$ cat config.mk
export PLATFORM = sky130hd
export DESIGN_NAME = echo_cancel_filter_config
export DESIGN_NICKNAME = d
export VERILOG_FILES = /design/src/echo_cancel_pkg.sv /design/src/atten_clamp.sv /design/src/echo_cancel_filter_config.sv
export VERILOG_INCLUDE_DIRS = /design/src
export SDC_FILE = /design/constraint.sdc
export NUM_CORES = 1
export LEC_CHECK = 0
export ABC_AREA = 1
export BUFFER_PORTS_ARGS = -buffer_cell sky130_fd_sc_hd__buf_2
export CAP_MARGIN = 20
export CORE_MARGIN = 10
export CORE_UTILIZATION = 29
export DETAILED_ROUTE_END_ITERATION = 12
export GPL_ROUTABILITY_DRIVEN = 0
export PLACE_DENSITY = 0.44
export SLEW_MARGIN = 20
export SYNTH_ARGS = -nofsm -noshare
export SYNTH_HDL_FRONTEND = slang
export SYNTH_SLANG_ARGS = --single-unit
$ cat constraint.sdc
create_clock -name i_mclk -period 1 [get_ports i_mclk]
set_clock_uncertainty 0.05 [all_clocks]
set_input_delay 0.05 -clock i_mclk [delete_from_list [all_inputs] [get_ports i_mclk]]
set_output_delay 0.05 -clock i_mclk [all_outputs]
set_load 0.05 [all_outputs]
$ cat src/echo_cancel_params.svh
`ifndef ECHO_CANCEL_PARAMS_SVH
`define ECHO_CANCEL_PARAMS_SVH

// ----------------------------------------------------------------
// Register offsets
// ----------------------------------------------------------------
`define OFS_ECHO_CANCEL_CONTROL 4'h0
`define OFS_LOWBAND_SECTION_SETTING 4'h1
`define OFS_MIDBAND_SECTION_SETTING 4'h2
`define OFS_CANCEL_STATUS 4'h3

// ----------------------------------------------------------------
// Field positions and values
// ----------------------------------------------------------------
`define BIT_CANCEL_ENABLE 7
`define BIT_CANCEL_PHASE 6
`define BIT_MIDBAND_INSERT 5
`define ATTEN_CODE_MAX 5'h18
`define CONTROL_RESET 8'h00
`define LOWBAND_RESET 8'h00
`define MIDBAND_RESET 8'h00
`define LOWBAND_BYPASS_CODE 8'h00
`define BIT_LOWBAND_FIRST_ORDER 7

`endif

$ cat src/echo_cancel_pkg.sv
package echo_cancel_pkg;

	typedef enum logic [1:0] {
		LOWBAND_BYPASS,
		LOWBAND_BIQUAD,
		LOWBAND_FIRST_ORDER
	} lowband_mode_t;

	typedef struct packed {
		logic enable;
		logic no_inversion;
		logic midband_insert;
		logic [4:0] atten_code;
		lowband_mode_t lowband_mode;
		logic [6:0] lowband_pole_zero;
		logic [3:0] midband_pole;
		logic [3:0] midband_zero;
	} cancel_cfg_t;

endpackage

$ cat src/atten_clamp.sv
`timescale 1ns/1ps
`include "echo_cancel_params.svh"

module atten_clamp (
	// Raw code
	input wire logic [4:0] i_code,
	// Clamped code
	output logic [4:0] o_code,
	output logic o_reserved
);

	always_comb begin
		o_reserved = (i_code > `ATTEN_CODE_MAX);
		o_code = o_reserved ? `ATTEN_CODE_MAX : i_code;
	end

endmodule

$ cat src/echo_cancel_filter_config.sv
// Contract
// - Bit 7 clear disables cancellation entirely
// - Bit 6 selects cancellation phase
// - Bit 5 inserts or bypasses midband section
// - Low five bits set attenuation code
// - Second register bypasses/selects lowband form
// - First-order lowband has programmable pole/zero
// - Third register holds midband pole, zero
// - Filter disabled after power-up
//
// Design decisions made here: the plain strobed port and the register offsets.
`timescale 1ns/1ps
`include "echo_cancel_params.svh"

module echo_cancel_filter_config
	import echo_cancel_pkg::*;
(
	// Clock and reset
	input wire logic i_mclk,
	input wire logic i_rst,
	// Register port
	input wire logic [3:0] i_addr,
	input wire logic [7:0] i_wdata,
	input wire logic i_wr,
	input wire logic i_rd,
	output logic [7:0] o_rdata,
	// Filter configuration
	output cancel_cfg_t o_cfg
);

	// ----------------------------------------------------------------
	// Registers
	// ----------------------------------------------------------------
	logic [7:0] control_reg, control_next;
	logic [7:0] lowband_reg, lowband_next;
	logic [7:0] midband_reg, midband_next;
	logic [2:0] written_reg, written_next;
	logic [7:0] rdata_reg, rdata_next;
	cancel_cfg_t cfg_reg, cfg_next;
	logic [4:0] atten_clamped;
	logic atten_reserved;

	atten_clamp u_clamp (
		.i_code(control_reg[4:0]),
		.o_code(atten_clamped),
		.o_reserved(atten_reserved)
	);

	always_comb begin
		control_next = control_reg;
		lowband_next = lowband_reg;
		midband_next = midband_reg;
		written_next = written_reg;
		if (i_wr) begin
			unique case (i_addr)
				`OFS_ECHO_CANCEL_CONTROL: begin
					control_next = i_wdata;
					written_next[0] = 1'b1;
				end
				`OFS_LOWBAND_SECTION_SETTING: begin
					lowband_next = i_wdata;
					written_next[1] = 1'b1;
				end
				`OFS_MIDBAND_SECTION_SETTING: begin
					midband_next = i_wdata;
					written_next[2] = 1'b1;
				end
				default: begin
				end
			endcase
		end
	end

	// ----------------------------------------------------------------
	// Read path
	// ----------------------------------------------------------------
	always_comb begin
		rdata_next = 8'h00;
		if (i_rd) begin
			unique case (i_addr)
				`OFS_ECHO_CANCEL_CONTROL: rdata_next = control_reg;
				`OFS_LOWBAND_SECTION_SETTING: rdata_next = lowband_reg;
				`OFS_MIDBAND_SECTION_SETTING: rdata_next = midband_reg;
				`OFS_CANCEL_STATUS: begin
					rdata_next = {4'h0, atten_reserved, written_reg};
				end
				default: rdata_next = 8'h00;
			endcase
		end
	end

	// ----------------------------------------------------------------
	// Decoded configuration
	// ----------------------------------------------------------------
	always_comb begin
		cfg_next.enable = control_reg[`BIT_CANCEL_ENABLE];
		cfg_next.no_inversion = control_reg[`BIT_CANCEL_PHASE];
		cfg_next.midband_insert = control_reg[`BIT_MIDBAND_INSERT];
		cfg_next.atten_code = atten_clamped;
		if (lowband_reg == `LOWBAND_BYPASS_CODE) begin
			cfg_next.lowband_mode = LOWBAND_BYPASS;
		end else if (lowband_reg[`BIT_LOWBAND_FIRST_ORDER]) begin
			cfg_next.lowband_mode = LOWBAND_FIRST_ORDER;
		end else begin
			cfg_next.lowband_mode = LOWBAND_BIQUAD;
		end
		cfg_next.lowband_pole_zero = lowband_reg[6:0];
		cfg_next.midband_pole = midband_reg[7:4];
		cfg_next.midband_zero = midband_reg[3:0];
		if (!control_reg[`BIT_CANCEL_ENABLE]) begin
			// Disabled path drops midband and bypasses lowband; phase and atten still pass
			cfg_next.midband_insert = 1'b0;
			cfg_next.lowband_mode = LOWBAND_BYPASS;
		end
	end

	always_ff @(posedge i_mclk) begin
		if (i_rst) begin
			control_reg <= `CONTROL_RESET;
			lowband_reg <= `LOWBAND_RESET;
			midband_reg <= `MIDBAND_RESET;
			written_reg <= 3'h0;
			rdata_reg <= 8'h00;
			cfg_reg <= '0;
		end else begin
			control_reg <= control_next;
			lowband_reg <= lowband_next;
			midband_reg <= midband_next;
			written_reg <= written_next;
			rdata_reg <= rdata_next;
			cfg_reg <= cfg_next;
		end
	end

	assign o_rdata = rdata_reg;
	assign o_cfg = cfg_reg;

	// ----------------------------------------------------------------
	// Checks
	// ----------------------------------------------------------------
	AST_DISABLE: assert property (@(posedge i_mclk) disable iff (i_rst)
		!control_reg[`BIT_CANCEL_ENABLE] |=> !o_cfg.enable && !o_cfg.midband_insert
			&& o_cfg.lowband_mode == LOWBAND_BYPASS)
		else $error("cancellation not fully disabled");
	AST_PHASE: assert property (@(posedge i_mclk) disable iff (i_rst)
		i_wr && i_addr == `OFS_ECHO_CANCEL_CONTROL ##1 !i_wr [*1] |=>
			o_cfg.no_inversion == $past(i_wdata[`BIT_CANCEL_PHASE], 2))
		else $error("phase bit not applied");
	AST_MIDBAND_INSERT: assert property (@(posedge i_mclk) disable iff (i_rst)
		o_cfg.midband_insert |-> $past(control_reg[`BIT_CANCEL_ENABLE])
			&& $past(control_reg[`BIT_MIDBAND_INSERT]))
		else $error("midband inserted without enable");
	AST_ATTEN: assert property (@(posedge i_mclk) disable iff (i_rst)
		control_reg[4:0] <= `ATTEN_CODE_MAX |=> o_cfg.atten_code == $past(control_reg[4:0]))
		else $error("attenuation code mismatch");
	AST_LOW_BYPASS: assert property (@(posedge i_mclk) disable iff (i_rst)
		lowband_reg == `LOWBAND_BYPASS_CODE |=> o_cfg.lowband_mode == LOWBAND_BYPASS)
		else $error("lowband not bypassed");
	AST_LOW_FIRST: assert property (@(posedge i_mclk) disable iff (i_rst)
		o_cfg.lowband_mode == LOWBAND_FIRST_ORDER |->
			o_cfg.lowband_pole_zero == $past(lowband_reg[6:0]))
		else $error("first-order setting lost");
	AST_MIDBAND_PZ: assert property (@(posedge i_mclk) disable iff (i_rst)
		i_wr && i_addr == `OFS_MIDBAND_SECTION_SETTING |-> ##2
			{o_cfg.midband_pole, o_cfg.midband_zero} == $past(i_wdata, 2))
		else $error("midband pole/zero not stored");
	AST_RESET_OFF: assert property (@(posedge i_mclk)
		$past(i_rst) && !i_rst |-> !o_cfg.enable)
		else $error("filter enabled after reset");
	AST_CLAMP: assert property (@(posedge i_mclk) disable iff (i_rst)
		control_reg[4:0] > `ATTEN_CODE_MAX |=> o_cfg.atten_code == `ATTEN_CODE_MAX)
		else $error("reserved code not clamped");

	// ----------------------------------------------------------------
	// Register port checks
	// ----------------------------------------------------------------
	AST_WR_CTRL: assert property (@(posedge i_mclk) disable iff (i_rst)
		i_wr && i_addr == `OFS_ECHO_CANCEL_CONTROL
		|=> control_reg == $past(i_wdata))
		else $error("control write lost");
	AST_WR_LOW: assert property (@(posedge i_mclk) disable iff (i_rst)
		i_wr && i_addr == `OFS_LOWBAND_SECTION_SETTING
		|=> lowband_reg == $past(i_wdata))
		else $error("lowband write lost");
	AST_WR_MID: assert property (@(posedge i_mclk) disable iff (i_rst)
		i_wr && i_addr == `OFS_MIDBAND_SECTION_SETTING
		|=> midband_reg == $past(i_wdata))
		else $error("midband write lost");
	AST_CTRL_HOLD: assert property (@(posedge i_mclk) disable iff (i_rst)
		!(i_wr && i_addr == `OFS_ECHO_CANCEL_CONTROL)
		|=> $stable(control_reg))
		else $error("control changed without write");
	AST_LOW_HOLD: assert property (@(posedge i_mclk) disable iff (i_rst)
		!(i_wr && i_addr == `OFS_LOWBAND_SECTION_SETTING)
		|=> $stable(lowband_reg))
		else $error("lowband changed without write");
	AST_MID_HOLD: assert property (@(posedge i_mclk) disable iff (i_rst)
		!(i_wr && i_addr == `OFS_MIDBAND_SECTION_SETTING)
		|=> $stable(midband_reg))
		else $error("midband changed without write");
	AST_WR_UNMAPPED: assert property (@(posedge i_mclk) disable iff (i_rst)
		i_wr && i_addr > `OFS_CANCEL_STATUS
		|=> $stable(control_reg) && $stable(lowband_reg) && $stable(midband_reg))
		else $error("unmapped write changed a register");
	AST_WRITTEN_CTRL: assert property (@(posedge i_mclk) disable iff (i_rst)
		i_wr && i_addr == `OFS_ECHO_CANCEL_CONTROL
		|=> written_reg[0])
		else $error("control written flag not set");
	AST_WRITTEN_LOW: assert property (@(posedge i_mclk) disable iff (i_rst)
		i_wr && i_addr == `OFS_LOWBAND_SECTION_SETTING
		|=> written_reg[1])
		else $error("lowband written flag not set");
	AST_WRITTEN_MID: assert property (@(posedge i_mclk) disable iff (i_rst)
		i_wr && i_addr == `OFS_MIDBAND_SECTION_SETTING
		|=> written_reg[2])
		else $error("midband written flag not set");
	AST_WRITTEN_STICKY: assert property (@(posedge i_mclk) disable iff (i_rst)
		1'b1
		|=> (written_reg & $past(written_reg)) == $past(written_reg))
		else $error("written flag dropped");
	AST_RD_CTRL: assert property (@(posedge i_mclk) disable iff (i_rst)
		i_rd && i_addr == `OFS_ECHO_CANCEL_CONTROL
		|=> o_rdata == $past(control_reg))
		else $error("control readback wrong");
	AST_RD_LOW: assert property (@(posedge i_mclk) disable iff (i_rst)
		i_rd && i_addr == `OFS_LOWBAND_SECTION_SETTING
		|=> o_rdata == $past(lowband_reg))
		else $error("lowband readback wrong");
	AST_RD_MID: assert property (@(posedge i_mclk) disable iff (i_rst)
		i_rd && i_addr == `OFS_MIDBAND_SECTION_SETTING
		|=> o_rdata == $past(midband_reg))
		else $error("midband readback wrong");
	AST_RD_STATUS: assert property (@(posedge i_mclk) disable iff (i_rst)
		i_rd && i_addr == `OFS_CANCEL_STATUS
		|=> o_rdata == {4'h0, $past(atten_reserved), $past(written_reg)})
		else $error("status readback wrong");
	AST_RD_STATUS_TOP: assert property (@(posedge i_mclk) disable iff (i_rst)
		i_rd && i_addr == `OFS_CANCEL_STATUS
		|=> o_rdata[7:4] == 4'h0)
		else $error("status upper bits set");
	AST_RD_UNMAPPED: assert property (@(posedge i_mclk) disable iff (i_rst)
		i_rd && i_addr > `OFS_CANCEL_STATUS
		|=> o_rdata == 8'h00)
		else $error("unmapped read not zero");
	AST_RD_IDLE: assert property (@(posedge i_mclk) disable iff (i_rst)
		!i_rd
		|=> o_rdata == 8'h00)
		else $error("read data outside read cycle");

	// ----------------------------------------------------------------
	// Decode checks
	// ----------------------------------------------------------------
	AST_ENABLE_MAP: assert property (@(posedge i_mclk) disable iff (i_rst)
		1'b1
		|=> o_cfg.enable == $past(control_reg[`BIT_CANCEL_ENABLE]))
		else $error("enable not decoded");
	AST_PHASE_MAP: assert property (@(posedge i_mclk) disable iff (i_rst)
		1'b1
		|=> o_cfg.no_inversion == $past(control_reg[`BIT_CANCEL_PHASE]))
		else $error("phase not decoded");
	AST_MIDBAND_MAP: assert property (@(posedge i_mclk) disable iff (i_rst)
		control_reg[`BIT_CANCEL_ENABLE]
		|=> o_cfg.midband_insert == $past(control_reg[`BIT_MIDBAND_INSERT]))
		else $error("midband insert not decoded");
	AST_RESERVED_FLAG: assert property (@(posedge i_mclk) disable iff (i_rst)
		1'b1
		|-> atten_reserved == (control_reg[4:0] > `ATTEN_CODE_MAX))
		else $error("reserved flag wrong");
	AST_ATTEN_RANGE: assert property (@(posedge i_mclk) disable iff (i_rst)
		1'b1
		|-> o_cfg.atten_code <= `ATTEN_CODE_MAX)
		else $error("attenuation code out of range");
	AST_LOW_FIRST_MAP: assert property (@(posedge i_mclk) disable iff (i_rst)
		control_reg[`BIT_CANCEL_ENABLE] && lowband_reg[`BIT_LOWBAND_FIRST_ORDER]
		|=> o_cfg.lowband_mode == LOWBAND_FIRST_ORDER)
		else $error("first-order form not selected");
	AST_LOW_BIQUAD_MAP: assert property (@(posedge i_mclk) disable iff (i_rst)
		control_reg[`BIT_CANCEL_ENABLE] && lowband_reg != `LOWBAND_BYPASS_CODE
			&& !lowband_reg[`BIT_LOWBAND_FIRST_ORDER]
		|=> o_cfg.lowband_mode == LOWBAND_BIQUAD)
		else $error("second-order form not selected");
	AST_LOW_PZ_MAP: assert property (@(posedge i_mclk) disable iff (i_rst)
		1'b1
		|=> o_cfg.lowband_pole_zero == $past(lowband_reg[6:0]))
		else $error("lowband setting not decoded");
	AST_MODE_LEGAL: assert property (@(posedge i_mclk) disable iff (i_rst)
		1'b1
		|-> o_cfg.lowband_mode inside {LOWBAND_BYPASS, LOWBAND_BIQUAD, LOWBAND_FIRST_ORDER})
		else $error("illegal lowband mode");
	AST_MID_PZ_MAP: assert property (@(posedge i_mclk) disable iff (i_rst)
		1'b1
		|=> {o_cfg.midband_pole, o_cfg.midband_zero} == $past(midband_reg))
		else $error("midband setting not decoded");
	AST_CFG_STABLE: assert property (@(posedge i_mclk) disable iff (i_rst)
		!i_wr ##1 1'b1
		|=> $stable(o_cfg))
		else $error("configuration changed without write");

	// ----------------------------------------------------------------
	// Reset checks
	// ----------------------------------------------------------------
	AST_RESET_CLEAR: assert property (@(posedge i_mclk)
		i_rst
		|=> o_cfg == '0 && o_rdata == 8'h00)
		else $error("outputs not cleared by reset");
	AST_RESET_WRITTEN: assert property (@(posedge i_mclk)
		i_rst
		|=> written_reg == 3'h0 && control_reg == `CONTROL_RESET)
		else $error("state not cleared by reset");

endmodule

# ---- Yosys cells after proc, flatten, opt, wreduce, memory -nomap -nowiden
# Cells that the tools add are included.
# Widths: inputs -> output; s select.
dict set report op_classes {
  n_lt_le_gt_ge 1
  eq_ne 3
  n_mux 3
  n_bitwise 2
  reduce_logical 9
}
# operator n
set op_table {}
lappend op_table {{$pmux 8 s4} 1}
lappend op_table {{$eq 4x2->1 const B} 2}
lappend op_table {{$logic_not 8->1} 1}
lappend op_table {{$reduce_and 2->1} 3}
lappend op_table {{$reduce_or 2->1} 3}
lappend op_table {{$gt 5x5->1 const B} 1}
lappend op_table {{$mux 5} 1}
lappend op_table {{$eq 4x1->1 const B} 1}
lappend op_table {{$logic_not 4->1} 1}
lappend op_table {{$reduce_or 3->1} 1}
lappend op_table {{$mux 2} 1}
lappend op_table {{$not 1->1} 2}
dict set report totals {
  ff_bits 60
  in_bits 16
  out_inout_bits 33
}

# ---- Logic depth before layout (Yosys ltp)
# Gate-level depths: netlist (run 1).
dict set report depth {
  ltp_word 2
  depth_mapped 7
  depth_no_buf 7
}

# ---- Cells and area by module
# Synthesis (run 1) repeated with hierarchy kept, for this count alone.
dict set report hier_totals {
  cells_unflattened 302
  area_unflattened_um2 2275.9
}
# module instances cells_per_inst area_per_inst_um2 seq_area_each_um2
set by_module_without_submodules {}
lappend by_module_without_submodules {echo_cancel_filter_config 1 293 2233.4 1201.2}
lappend by_module_without_submodules {atten_clamp 1 9 42.5 0.0}

# ---- Worst setup path before layout (run 1)
# OpenSTA, ideal clock, no wires.
dict set report synth_timing {
  path_kind {in2reg}
  from {in i_addr[0]}
  to {reg control_reg[5]}
  setup_ns 0.116
  arrival_ns 0.760
  required_time_ns 0.834
  setup_slack_ns 0.074
  cell_stages 6
  path_buffers 2
  cell_sequence {buf_6 > nor2_4 > nand3_2 > buf_6 > o21ai_2 > a21oi_1}
}
dict set report synth_between {
  elab_chain_len 2
}
# item line_no
set synth_lines {}
lappend synth_lines {{start, declared} echo_cancel_filter_config.sv:22} ;# input wire logic [3:0] i_addr,
lappend synth_lines {{$logic_not 4->1} echo_cancel_filter_config.sv:55} ;# unique case (i_addr)
lappend synth_lines {{$reduce_and 2->1 (no source line)} -}
lappend synth_lines {{end signal, assigned} echo_cancel_filter_config.sv:119} ;# control_reg <= `CONTROL_RESET;
lappend synth_lines {{end signal, assigned} echo_cancel_filter_config.sv:126} ;# control_reg <= control_next;
lappend synth_lines {{end, declared} echo_cancel_filter_config.sv:34} ;# logic [7:0] control_reg, control_next;
# Every way passes these cells.
# A chain may end at the register's enable or synchronous reset.

# ---- Final worst setup path (run 1)
dict set report layout_timing {
  from {reg cfg_reg (netlist bit o_cfg[2])}
  to {out o_cfg[2] (netlist bit)}
}
# item line_no
set layout_lines {}
lappend layout_lines {{start, declared} echo_cancel_filter_config.sv:39} ;# cancel_cfg_t cfg_reg, cfg_next;
lappend layout_lines {{start signal, assigned} echo_cancel_filter_config.sv:131} ;# cfg_reg <= cfg_next;
lappend layout_lines {{end, declared} echo_cancel_filter_config.sv:28} ;# output cancel_cfg_t o_cfg
# No word-level cell between the ends.

==> key figures, run 1 <==
Worst hold path
  – Hold Path Stages: 3
  – Hold path endpoint: control_reg[3]
  – Worst hold start: i_wdata[3]
  – Hold Path Class: input port to flip-flop

STA
  – Final setup fails: 0
  – Endpoints failing hold: 0
  – Unrepaired setup endpoints after global routing: false
  – FMAX: 1060 MHz
  – Worst-Margin Slew: 243 ps
  – Final period util: 94.8%
  – Final slew viol count: 0
  – Slew margin rel.: 83.7%
  – Crit path time final: 948 ps

Detailed routing
  – Remaining DRCs: 0
  – Final ANT Viol Nets: 0
  – Via count: 1888
  – WL/cell: 13.4 µm
  – WL final: 5870 µm
  – Initial drt markers: 59
  – Drt via density: 4.32
  – DR pass1 iterations: 4

Worst setup path
  – Startpoint Class: flip-flop
  – Largest fanout on the critical path: 1
  – CP cell instances: buf_4
  – CP endpoint kind: output port
  – Cell depth of the worst flop-to-flop path: 4
  – R2r startpoint: lowband_reg[6]
  – Worst Setup Path Type: flip-flop to output port
  – Max incr delay on CP: 320 ps
  – Critical Path AT: 850 ps
  – Worst R2R Setup Slack: 90 ps
  – Worst Path Buf+Inv: 1
  – CP Data Required Time: 900 ps
  – Reg2reg end: o_cfg[16]
  – Critical-path top delay cell: dfxtp_1
  – Top delay family on crit path: flip-flops

Placed design
  – Final HPWL from detailed placement: 4480 µm
  – Port buffer count: 48

Clock tree
  – Setup bufs post-CTS: 0
  – H-tree depth: 3
  – CTS tree: yes
  – Root buf cell: clkbuf_8
  – Max Root-Sink Buffers: 2
  – Reg clk slew, reported paths: 60 ps
  – Clock latency on the worst-skew pair: 340 ps
  – CTS Buf Count: 9
  – CTS sink cnt: 60

Yosys
  – Synthesized cell area: 2190 µm²
  – Sequential fraction of the synthesis area: 55.0%
  – Netlist cell types: 20
  – Post-synthesis xor/xnor area fraction: 0%
  – Synth Area in Compound Gates: 13.3%
  – Synth Instances: 251
  – Post-synthesis mux area share: 0%
  – Post-Synth Simple-Gate Area: 20.8%
  – Synth area leader: dfxtp_1
  – Largest family of logic cells by synthesized area: simple AND/OR/NAND/NOR gates
  – Top cell type's share of synthesized area: 55.0%
  – Ys Warns: 0
  – Adder-Cell Fraction of Synth Area: 0%
  – Syn_area_per_cell: 8.71 µm²
  – Syn Nets: 267
  – Synth Register Bits: 60
  – Top post-synthesis cells by area: dfxtp_1 (55%), inv_1 (6.4%), a21oi_1 (6.0%)

Power and ir drop
  – Tot Pwr: 0.00507 W
  – Pwr/cell area: 1650 nW/µm²
  – Worst VDD drop: 0.642 mV
  – Pleak: 1.37 nW

Run status
  – Status: completed

Global routing
  – Vias in the first global route: 1945
  – First-pass GRT wire length: 9570 µm
  – Total Routing Usage GR: 10.8%
  – Remaining global-route overflow: 0
  – Pin count of the biggest net entering global routing: 18
  – Antenna violations before repair: 0

Final layout
  – Number of flip-flops in the largest register: 25
  – Post-layout net count: 349
  – Area Growth Syn to Fin: 40.1%
  – Top reg by flops: o_cfg
  – Area occupied by multi-input gates: 757 µm²
  – FF/Latch Area: 1200 µm²
  – Fill cells: 783
  – Share of cells above drive strength 1: 31.7%
  – # diodes: 0
  – Fin util: 42.0%

Floorplan
  – Starting Density: 30.0%
  – Die Area: 11400 µm²
  – I/O pin count: 49
  – Die W: 107 µm
  – Die Height: 107 µm
  – Row cnt: 31
  – CORE AREA: 7290 µm²

Run
  – Max Cap Viol: 0
## layout by cell type (no fill, tap or decap), types with 2 or more instances in the layout
master          n
dfxtp_1        59
buf_4          57
inv_1          36
nor2_1         32
a21oi_1        26
nand3_1        25
o21ai_0        24
buf_2          15
nand2_1        12
clkbuf_8       11
dlygate4sd3_1   7
nand4_1         5
nor2_8          3
o21ai_1         3
nand3_2         2
o21ai_2         2
inv_4           2
nand3_4         2
nand2_2         2
clkinv_2        2
buf_12          2
## per-stage QoR
stage	setup WS (ps)	instance area [µm²]	hold WS, ps	TNS (ps)	std cells
finish	52.2	3060	13.5	0	437
global route	4.51	3060	25.3	0	437
CTS	32.2	3050	0.487	0	437
detailed placement	-131	2690	314	-1440	414
global placement	-147	2690	306	-1260	414
floorplan	73.9	2190	69.1	0	251
## per-layer routing
layer  share of wire, %  global-route usage [%]
met1                 44                    12.6
met2                 48                    17.0
met3                5.3                    3.59
met4                2.2                    6.09
met5                  0                       0
## power by group
group / internal, W / switching, W
clock: 0.00128 / 0.000933
sequential: 0.00243 / 0.0000168
combinational: 0.000162 / 0.000249
total: 0.00387 / 0.00120
## worst max-delay path by stage
stage | start | to | slack [ps] | cells past startpoint
5_1_grt | control_reg[1] | o_cfg[17] | 5 | 7
4_1_cts | lowband_reg[6] | o_cfg[16] | 30 | 4
2_1_floorplan | i_addr[0] | control_reg[5] | 70 | 6
6_report | o_cfg[2] | o_cfg[2] | 50 | 1
3_3_place_gp | i_addr[0] | control_reg[4] | -150 | 6
3_5_place_dp | i_addr[3] | control_reg[2] | -130 | 6
## repair_timing
item / CTS / global route
endpoints found under the hold margin: 13 / 0
hold buffers: 7 / 0
gates resized for setup: 33 / 7
endpoints found under the setup margin: 33 / 7
## cell type report
type / count / share of cell area, %
sequential: 60 / 39.3
timing repair buffer: 82 / 20.4
tap: 99 / 4.05
inverter: 39 / 4.94
multi-input combinational: 141 / 24.7
clock buffer: 12 / 5.07
clock inverter: 4 / 1.55
## cells in the mapped netlist
library cell and instances:
a21oi_1 26, a21oi_2 1, buf_4 2, buf_6 5
clkbuf_1 4, dfxtp_1 60, inv_1 37, inv_4 2
nand2_1 14, nand3_1 26, nand3_2 1, nand3_4 2
nand4_1 5, nor2_1 32, nor2_4 1, nor2_8 3
nor3_1 1, o21ai_0 25, o21ai_1 2, o21ai_2 2
## logic make-up (layout without fill, tap and decap cells)
logic type / Yosys count / count (layout)
and+or+nand+nor: 85 / 85
DFF: 60 / 60
AOI/OAI and AO/OA: 56 / 56
buffers and inverters: 50 / 137
No activity file was read; power rests on OpenSTA's default activity.
==> run 2: changes to the inputs <==
--- a/config.mk
+++ b/config.mk
@@ -10,11 +10,12 @@
 export BUFFER_PORTS_ARGS = -buffer_cell sky130_fd_sc_hd__buf_2
 export CAP_MARGIN = 20
 export CORE_MARGIN = 10
-export CORE_UTILIZATION = 29
+export CORE_UTILIZATION = 52
 export DETAILED_ROUTE_END_ITERATION = 12
 export GPL_ROUTABILITY_DRIVEN = 0
-export PLACE_DENSITY = 0.44
+export PLACE_DENSITY = 0.73
 export SLEW_MARGIN = 20
 export SYNTH_ARGS = -nofsm -noshare
 export SYNTH_HDL_FRONTEND = slang
 export SYNTH_SLANG_ARGS = --single-unit
+export TNS_END_PERCENT = 5
==> run 2 against run 1 <==
  * First-iteration DRC count grew to 3.4 times the previous value
  * Worst hold slack improved by 22 ps
  * Sequential cell count unchanged
  * Non-clock buffer count down 2
  * Global-route usage rose by 4.6 points
  * Count of clock-buffer cells in the layout up 1
  * Register-to-register slack barely moved
  * Critical path depth stayed put
  * Design area is 4.1% lower
  * Clock power shrank 15%
  * Core utilization up 31 points
  * Routed wire length is 7.2% lower
  * Critical endpoint is now o_cfg[24]
  * Largest power group unchanged
  * Highest routed layer unchanged
==> key figures, run 2 (synthesis gave the netlist of run 1 again) <==
Placed design
  – Placed cell count: 362
  – Final HPWL from detailed placement: 3940 µm
  – Port buffer count: 48

STA
  – Slew margin rel.: 83.8%
  – Endpoints failing hold: 0
  – Final slew viol count: 0
  – Final setup fails: 0
  – Final period util: 96.8%
  – FMAX: 1030 MHz
  – Worst-Margin Slew: 244 ps
  – Crit path time final: 968 ps

Final layout
  – Post-layout net count: 347
  – Most frequent cells in the layout: dfxtp_1 (58), buf_4 (43), inv_1 (37)
  – Fill cells: 324
  – Area Growth Syn to Fin: 34.3%
  – Top reg by flops: o_cfg
  – Fin cells: 385
  – # diodes: 0
  – Leading cell type in the layout, fill and taps excluded: dfxtp_1
  – Share of cells above drive strength 1: 30.1%
  – Number of flip-flops in the largest register: 25

Clock tree
  – CTS Buf Count: 9
  – CTS sink cnt: 60
  – Root buf cell: clkbuf_8
  – Reg clk slew, reported paths: 60 ps
  – H-tree depth: 3
  – Clock latency on the worst-skew pair: 340 ps
  – Max Root-Sink Buffers: 2
  – CTS tree: yes

Run
  – Max Cap Viol: 0

Global routing
  – GRT busiest layer: met2
  – Antenna violations before repair: 0
  – Pin count of the biggest net entering global routing: 24
  – GRT met1 Usage: 16.5%
  – GRT met2 Usage: 25.4%
  – Remaining global-route overflow: 0
  – Total Routing Usage GR: 15.4%
  – Met3 Usage GRT: 6.31%
  – Vias in the first global route: 1879
  – First-pass GRT wire length: 8770 µm

Worst setup path
  – Startpoint Class: flip-flop
  – Largest fanout on the critical path: 1
  – Worst Path Buf+Inv: 1
  – Critical-path top delay cell: dfxtp_1
  – Critical Path AT: 870 ps
  – Crit. path cell count: 1
  – Worst Setup Path Type: flip-flop to output port
  – Top delay family on crit path: flip-flops
  – CP cell instances: clkbuf_4
  – Max incr delay on CP: 310 ps
  – CP Data Required Time: 900 ps
  – CP endpoint kind: output port
  – Cell depth of the worst flop-to-flop path: 5

Detailed routing
  – Drt via density: 5.00
  – Via count: 1924
  – WL/cell: 14.2 µm
  – Remaining DRCs: 0
  – DR pass1 iterations: 4
  – Initial drt markers: 202
  – WL final: 5450 µm
  – Final ANT Viol Nets: 0

Floorplan
  – Starting Density: 54.3%
  – Row cnt: 23
  – CORE AREA: 4030 µm²
  – I/O pin count: 49
  – Die Height: 84.8 µm
  – Die Area: 7200 µm²
  – Die W: 84.8 µm

Worst hold path
  – Hold Path Class: input port to flip-flop
  – Hold Path Stages: 4

Power and ir drop
  – Pwr/cell area: 1610 nW/µm²
  – Worst VDD drop: 1.09 mV
  – Pleak: 1.33 nW
  – Tot Pwr: 0.00472 W

Run status
  – Status: completed
==> run 2: cell count changes in the layout (fill, tap and decap cells not counted), sizes merged <==
cell,change
clkinvlp,-1
dlygate4sd3,+1
buf,-16
bufinv,-1
clkbuf,+14
==> run 2: path summary, 6_finish.rpt <==
kind                         end  slack, ps            from
setup / recovery       o_cfg[24]         30       o_cfg[24]
hold / removal    control_reg[3]         40           i_rst
setup reg to reg      o_rdata[1]         80  control_reg[1]
hold reg to reg        o_cfg[19]        380  control_reg[2]
==> run 2: layout make-up <==
cell class | count | area (µm²) | share of cell area [%]
well taps | 50 | 62.6 | 2.13
multi-input cells | 141 | 753 | 25.7
inverters | 39 | 151 | 5.16
flip-flops and latches | 60 | 1200 | 41.0
clock buffers | 13 | 159 | 5.41
repair buffers | 80 | 596 | 20.3
clock inverters | 2 | 10.0 | 0.341
==> run 2: timing repair <==
action	in CTS	in global routing
buffers inserted	0	0
gates resized for setup	18	22
hold buffers	8	0
setup endpoints to repair	18	21
endpoints found under the hold margin	13	0
==> run 2: through the flow <==
stage	utilization, %	worst slack, ps	hold WS [ps]	cell area [µm²]	TNS [ps]
floorplan	-	73.9	69.1	2190	0
global placement	64.4	-70.3	310	2590	-389
detailed placement	64.4	-84.9	316	2590	-848
CTS	71.7	0.972	38.2	2890	0
global route	72.9	-3.05	42.1	2940	-6.63
finish	72.9	32.1	35.2	2940	0
==> run 2: tightest hold or removal path: cells and delay by family <==
kind            cells  cell delay [ps]
buf+inv             2              180
compound gates      2              150
==> run 2: where the power goes <==
part / switching (W) / internal [W] / leakage (nW)
Sequential: 0.0000160 / 0.00243 / 0.486
Clock: 0.000870 / 0.00101 / 0.0893
Combinational: 0.000241 / 0.000151 / 0.759
==> run 2: routing by layer <==
| layer | up-vias | wire length [µm] | share of wire, % |
|---|---|---|---|
| met1 | 884 | 2240 | 41 |
| met5 | - | 0 | 0 |
| met2 | 57 | 2720 | 50 |
| li1 | 970 | - | - |
| met3 | 13 | 410 | 7.5 |
| met4 | 0 | 85 | 1.6 |
==> run 3: changes to the inputs <==
--- a/config.mk
+++ b/config.mk
@@ -7,8 +7,9 @@
 export NUM_CORES = 1
 export LEC_CHECK = 0
 export ABC_AREA = 1
-export BUFFER_PORTS_ARGS = -buffer_cell sky130_fd_sc_hd__buf_2
+export BUFFER_PORTS_ARGS = -buffer_cell sky130_fd_sc_hd__buf_4
 export CAP_MARGIN = 20
+export CORE_ASPECT_RATIO = 0.7
 export CORE_MARGIN = 10
 export CORE_UTILIZATION = 52
 export DETAILED_ROUTE_END_ITERATION = 12
==> run 3 against run 2 <==
  * Clock power increased by 10%
  * Design area increased by 3.8%
  * Maximum frequency increased by 2.0%
  * Register-to-register slack got worse by 20 ps
  * Non-clock buffer count increased by 6
  * Critical path depth unchanged
  * Core utilization increased by 3.5 points
  * Sequential cell count stayed put
  * Count of clock-buffer cells in the layout fell by 3
  * Worst hold slack improved by 25 ps
  * Critical endpoint is now o_rdata[4]
  * Largest power group unchanged
==> key figures, run 3 (synthesis gave the netlist of run 1 again) <==
Final layout
  – Post-layout net count: 353
  – Share of cells above drive strength 1: 32.6%
  – Fill cells: 293
  – Fin cells: 393
  – Fin util: 76.3%
  – Area occupied by multi-input gates: 761 µm²
  – Most frequent cells in the layout: buf_4 (77), dfxtp_1 (59), inv_1 (36)
  – Cell area after layout: 3050 µm²
  – # diodes: 0
  – FF/Latch Area: 1200 µm²
  – Top reg by flops: o_cfg
  – Number of flip-flops in the largest register: 25
  – Area Growth Syn to Fin: 39.4%
  – Leading cell type in the layout, fill and taps excluded: buf_4

Floorplan
  – I/O pin count: 49
  – Row cnt: 19
  – CORE AREA: 3990 µm²
  – Die Area: 7240 µm²
  – Starting Density: 54.7%
  – Die W: 97.5 µm
  – Die Height: 74.2 µm

STA
  – Endpoints failing hold: 0
  – Crit path time final: 949 ps
  – FMAX: 1050 MHz
  – Final period util: 94.9%
  – Final setup fails: 0
  – Worst-Margin Slew: 248 ps
  – Final hold slack: 60.1 ps
  – Slew margin rel.: 83.5%
  – Final slew viol count: 0

Worst setup path
  – Max incr delay on CP: 320 ps
  – Top delay family on crit path: flip-flops
  – CP Data Required Time: 900 ps
  – CP cell instances: buf_4
  – Cell depth of the worst flop-to-flop path: 4
  – Startpoint Class: flip-flop
  – Worst Setup Path Type: flip-flop to output port
  – CP endpoint kind: output port
  – Largest fanout on the critical path: 1
  – Critical Path AT: 850 ps
  – R2r startpoint: lowband_reg[2]
  – Critical-path top delay cell: dfxtp_1
  – Reg2reg end: o_cfg[16]
  – Worst Path Buf+Inv: 1
  – Worst R2R Setup Slack: 60 ps

Placed design
  – Placed cell count: 370
  – Final HPWL from detailed placement: 4090 µm
  – Post-DP Area: 2760 µm²
  – Port buffer count: 48

Clock tree
  – Max Root-Sink Buffers: 2
  – Clock latency on the worst-skew pair: 330 ps
  – Reg clk slew, reported paths: 60 ps
  – CTS sink cnt: 60
  – CTS tree: yes
  – CTS Buf Count: 9
  – Setup bufs post-CTS: 0
  – Root buf cell: clkbuf_8
  – H-tree depth: 3

Detailed routing
  – WL final: 5550 µm
  – Drt via density: 4.95
  – Initial drt markers: 117
  – Final ANT Viol Nets: 0
  – Via count: 1944
  – WL/cell: 14.1 µm
  – DR pass1 iterations: 4
  – Remaining DRCs: 0

Worst hold path
  – Hold Path Class: input port to flip-flop
  – Hold path endpoint: o_cfg[9]
  – Hold Path Stages: 3
  – Worst hold start: i_rst

Run
  – Max Cap Viol: 0

Global routing
  – Total Routing Usage GR: 16.1%
  – First-pass GRT wire length: 9360 µm
  – Pin count of the biggest net entering global routing: 22
  – Antenna violations before repair: 0
  – Vias in the first global route: 1988
  – Remaining global-route overflow: 0

Power and ir drop
  – Pwr/cell area: 1620 nW/µm²
  – Pleak: 1.39 nW
  – Worst VDD drop: 1.32 mV
  – Tot Pwr: 0.00495 W

Run status
  – Status: completed
-- run 3: changes by cell type in the layout (fill, tap and decap cells not counted), sizes merged --
cell      before  now
clkinv         2    3
clkbuf        26   10
clkinvlp       0    1
bufinv         0    1
buf           59   78
-- run 3: final cells by class --
class,count,area share (%)
sequential,60,39.4
multi-input combinational,141,25.0
timing repair buffer,86,22.2
inverter,39,4.97
clock buffer,10,4.52
tap,52,2.13
clock inverter,5,1.72
-- run 3: worst max-delay path by stage --
stage                         startpoint        endpoint  slack (ps)  cells after the start
after CTS                 control_reg[0]       o_cfg[17]          10                      7
after floorplan                i_addr[0]  control_reg[5]          70                      6
after global routing      control_reg[0]      o_rdata[0]          -3                      5
after detailed placement       i_addr[1]  midband_reg[5]         -40                      6
after global placement         i_addr[1]  midband_reg[7]          -6                      6
final                         o_rdata[4]      o_rdata[4]          50                      1
-- run 3: power by group --
group / leakage (nW) / internal, W / switching, W
Combinational: 0.811 / 0.000179 / 0.000253
Clock: 0.0979 / 0.00119 / 0.000885
Sequential: 0.485 / 0.00243 / 0.0000161
-- run 3: what timing repair did --
item | CTS | global route
resized for setup | 1 | 6
hold buffers | 8 | 0
endpoints found under the hold margin | 21 | 0
setup endpoints to repair | 2 | 6
-- run 3: through the flow --
step,setup TNS [ps],setup slack [ps]
floorplan,0,73.9
global placement,-6.72,-6.48
detailed placement,-196,-37.2
CTS,0,12.7
global route,-3.09,-3.09
finish,0,51.3
-- run 3: per-layer routing --
layer / up-vias / global-route usage [%] / part of all wire [%]
li1: 981 / - / -
met1: 881 / 18.2 / 43
met2: 74 / 26.8 / 47
met3: 8 / 6.66 / 8.2
met4: 0 / 7.23 / 1.0
met5: - / 0 / 0
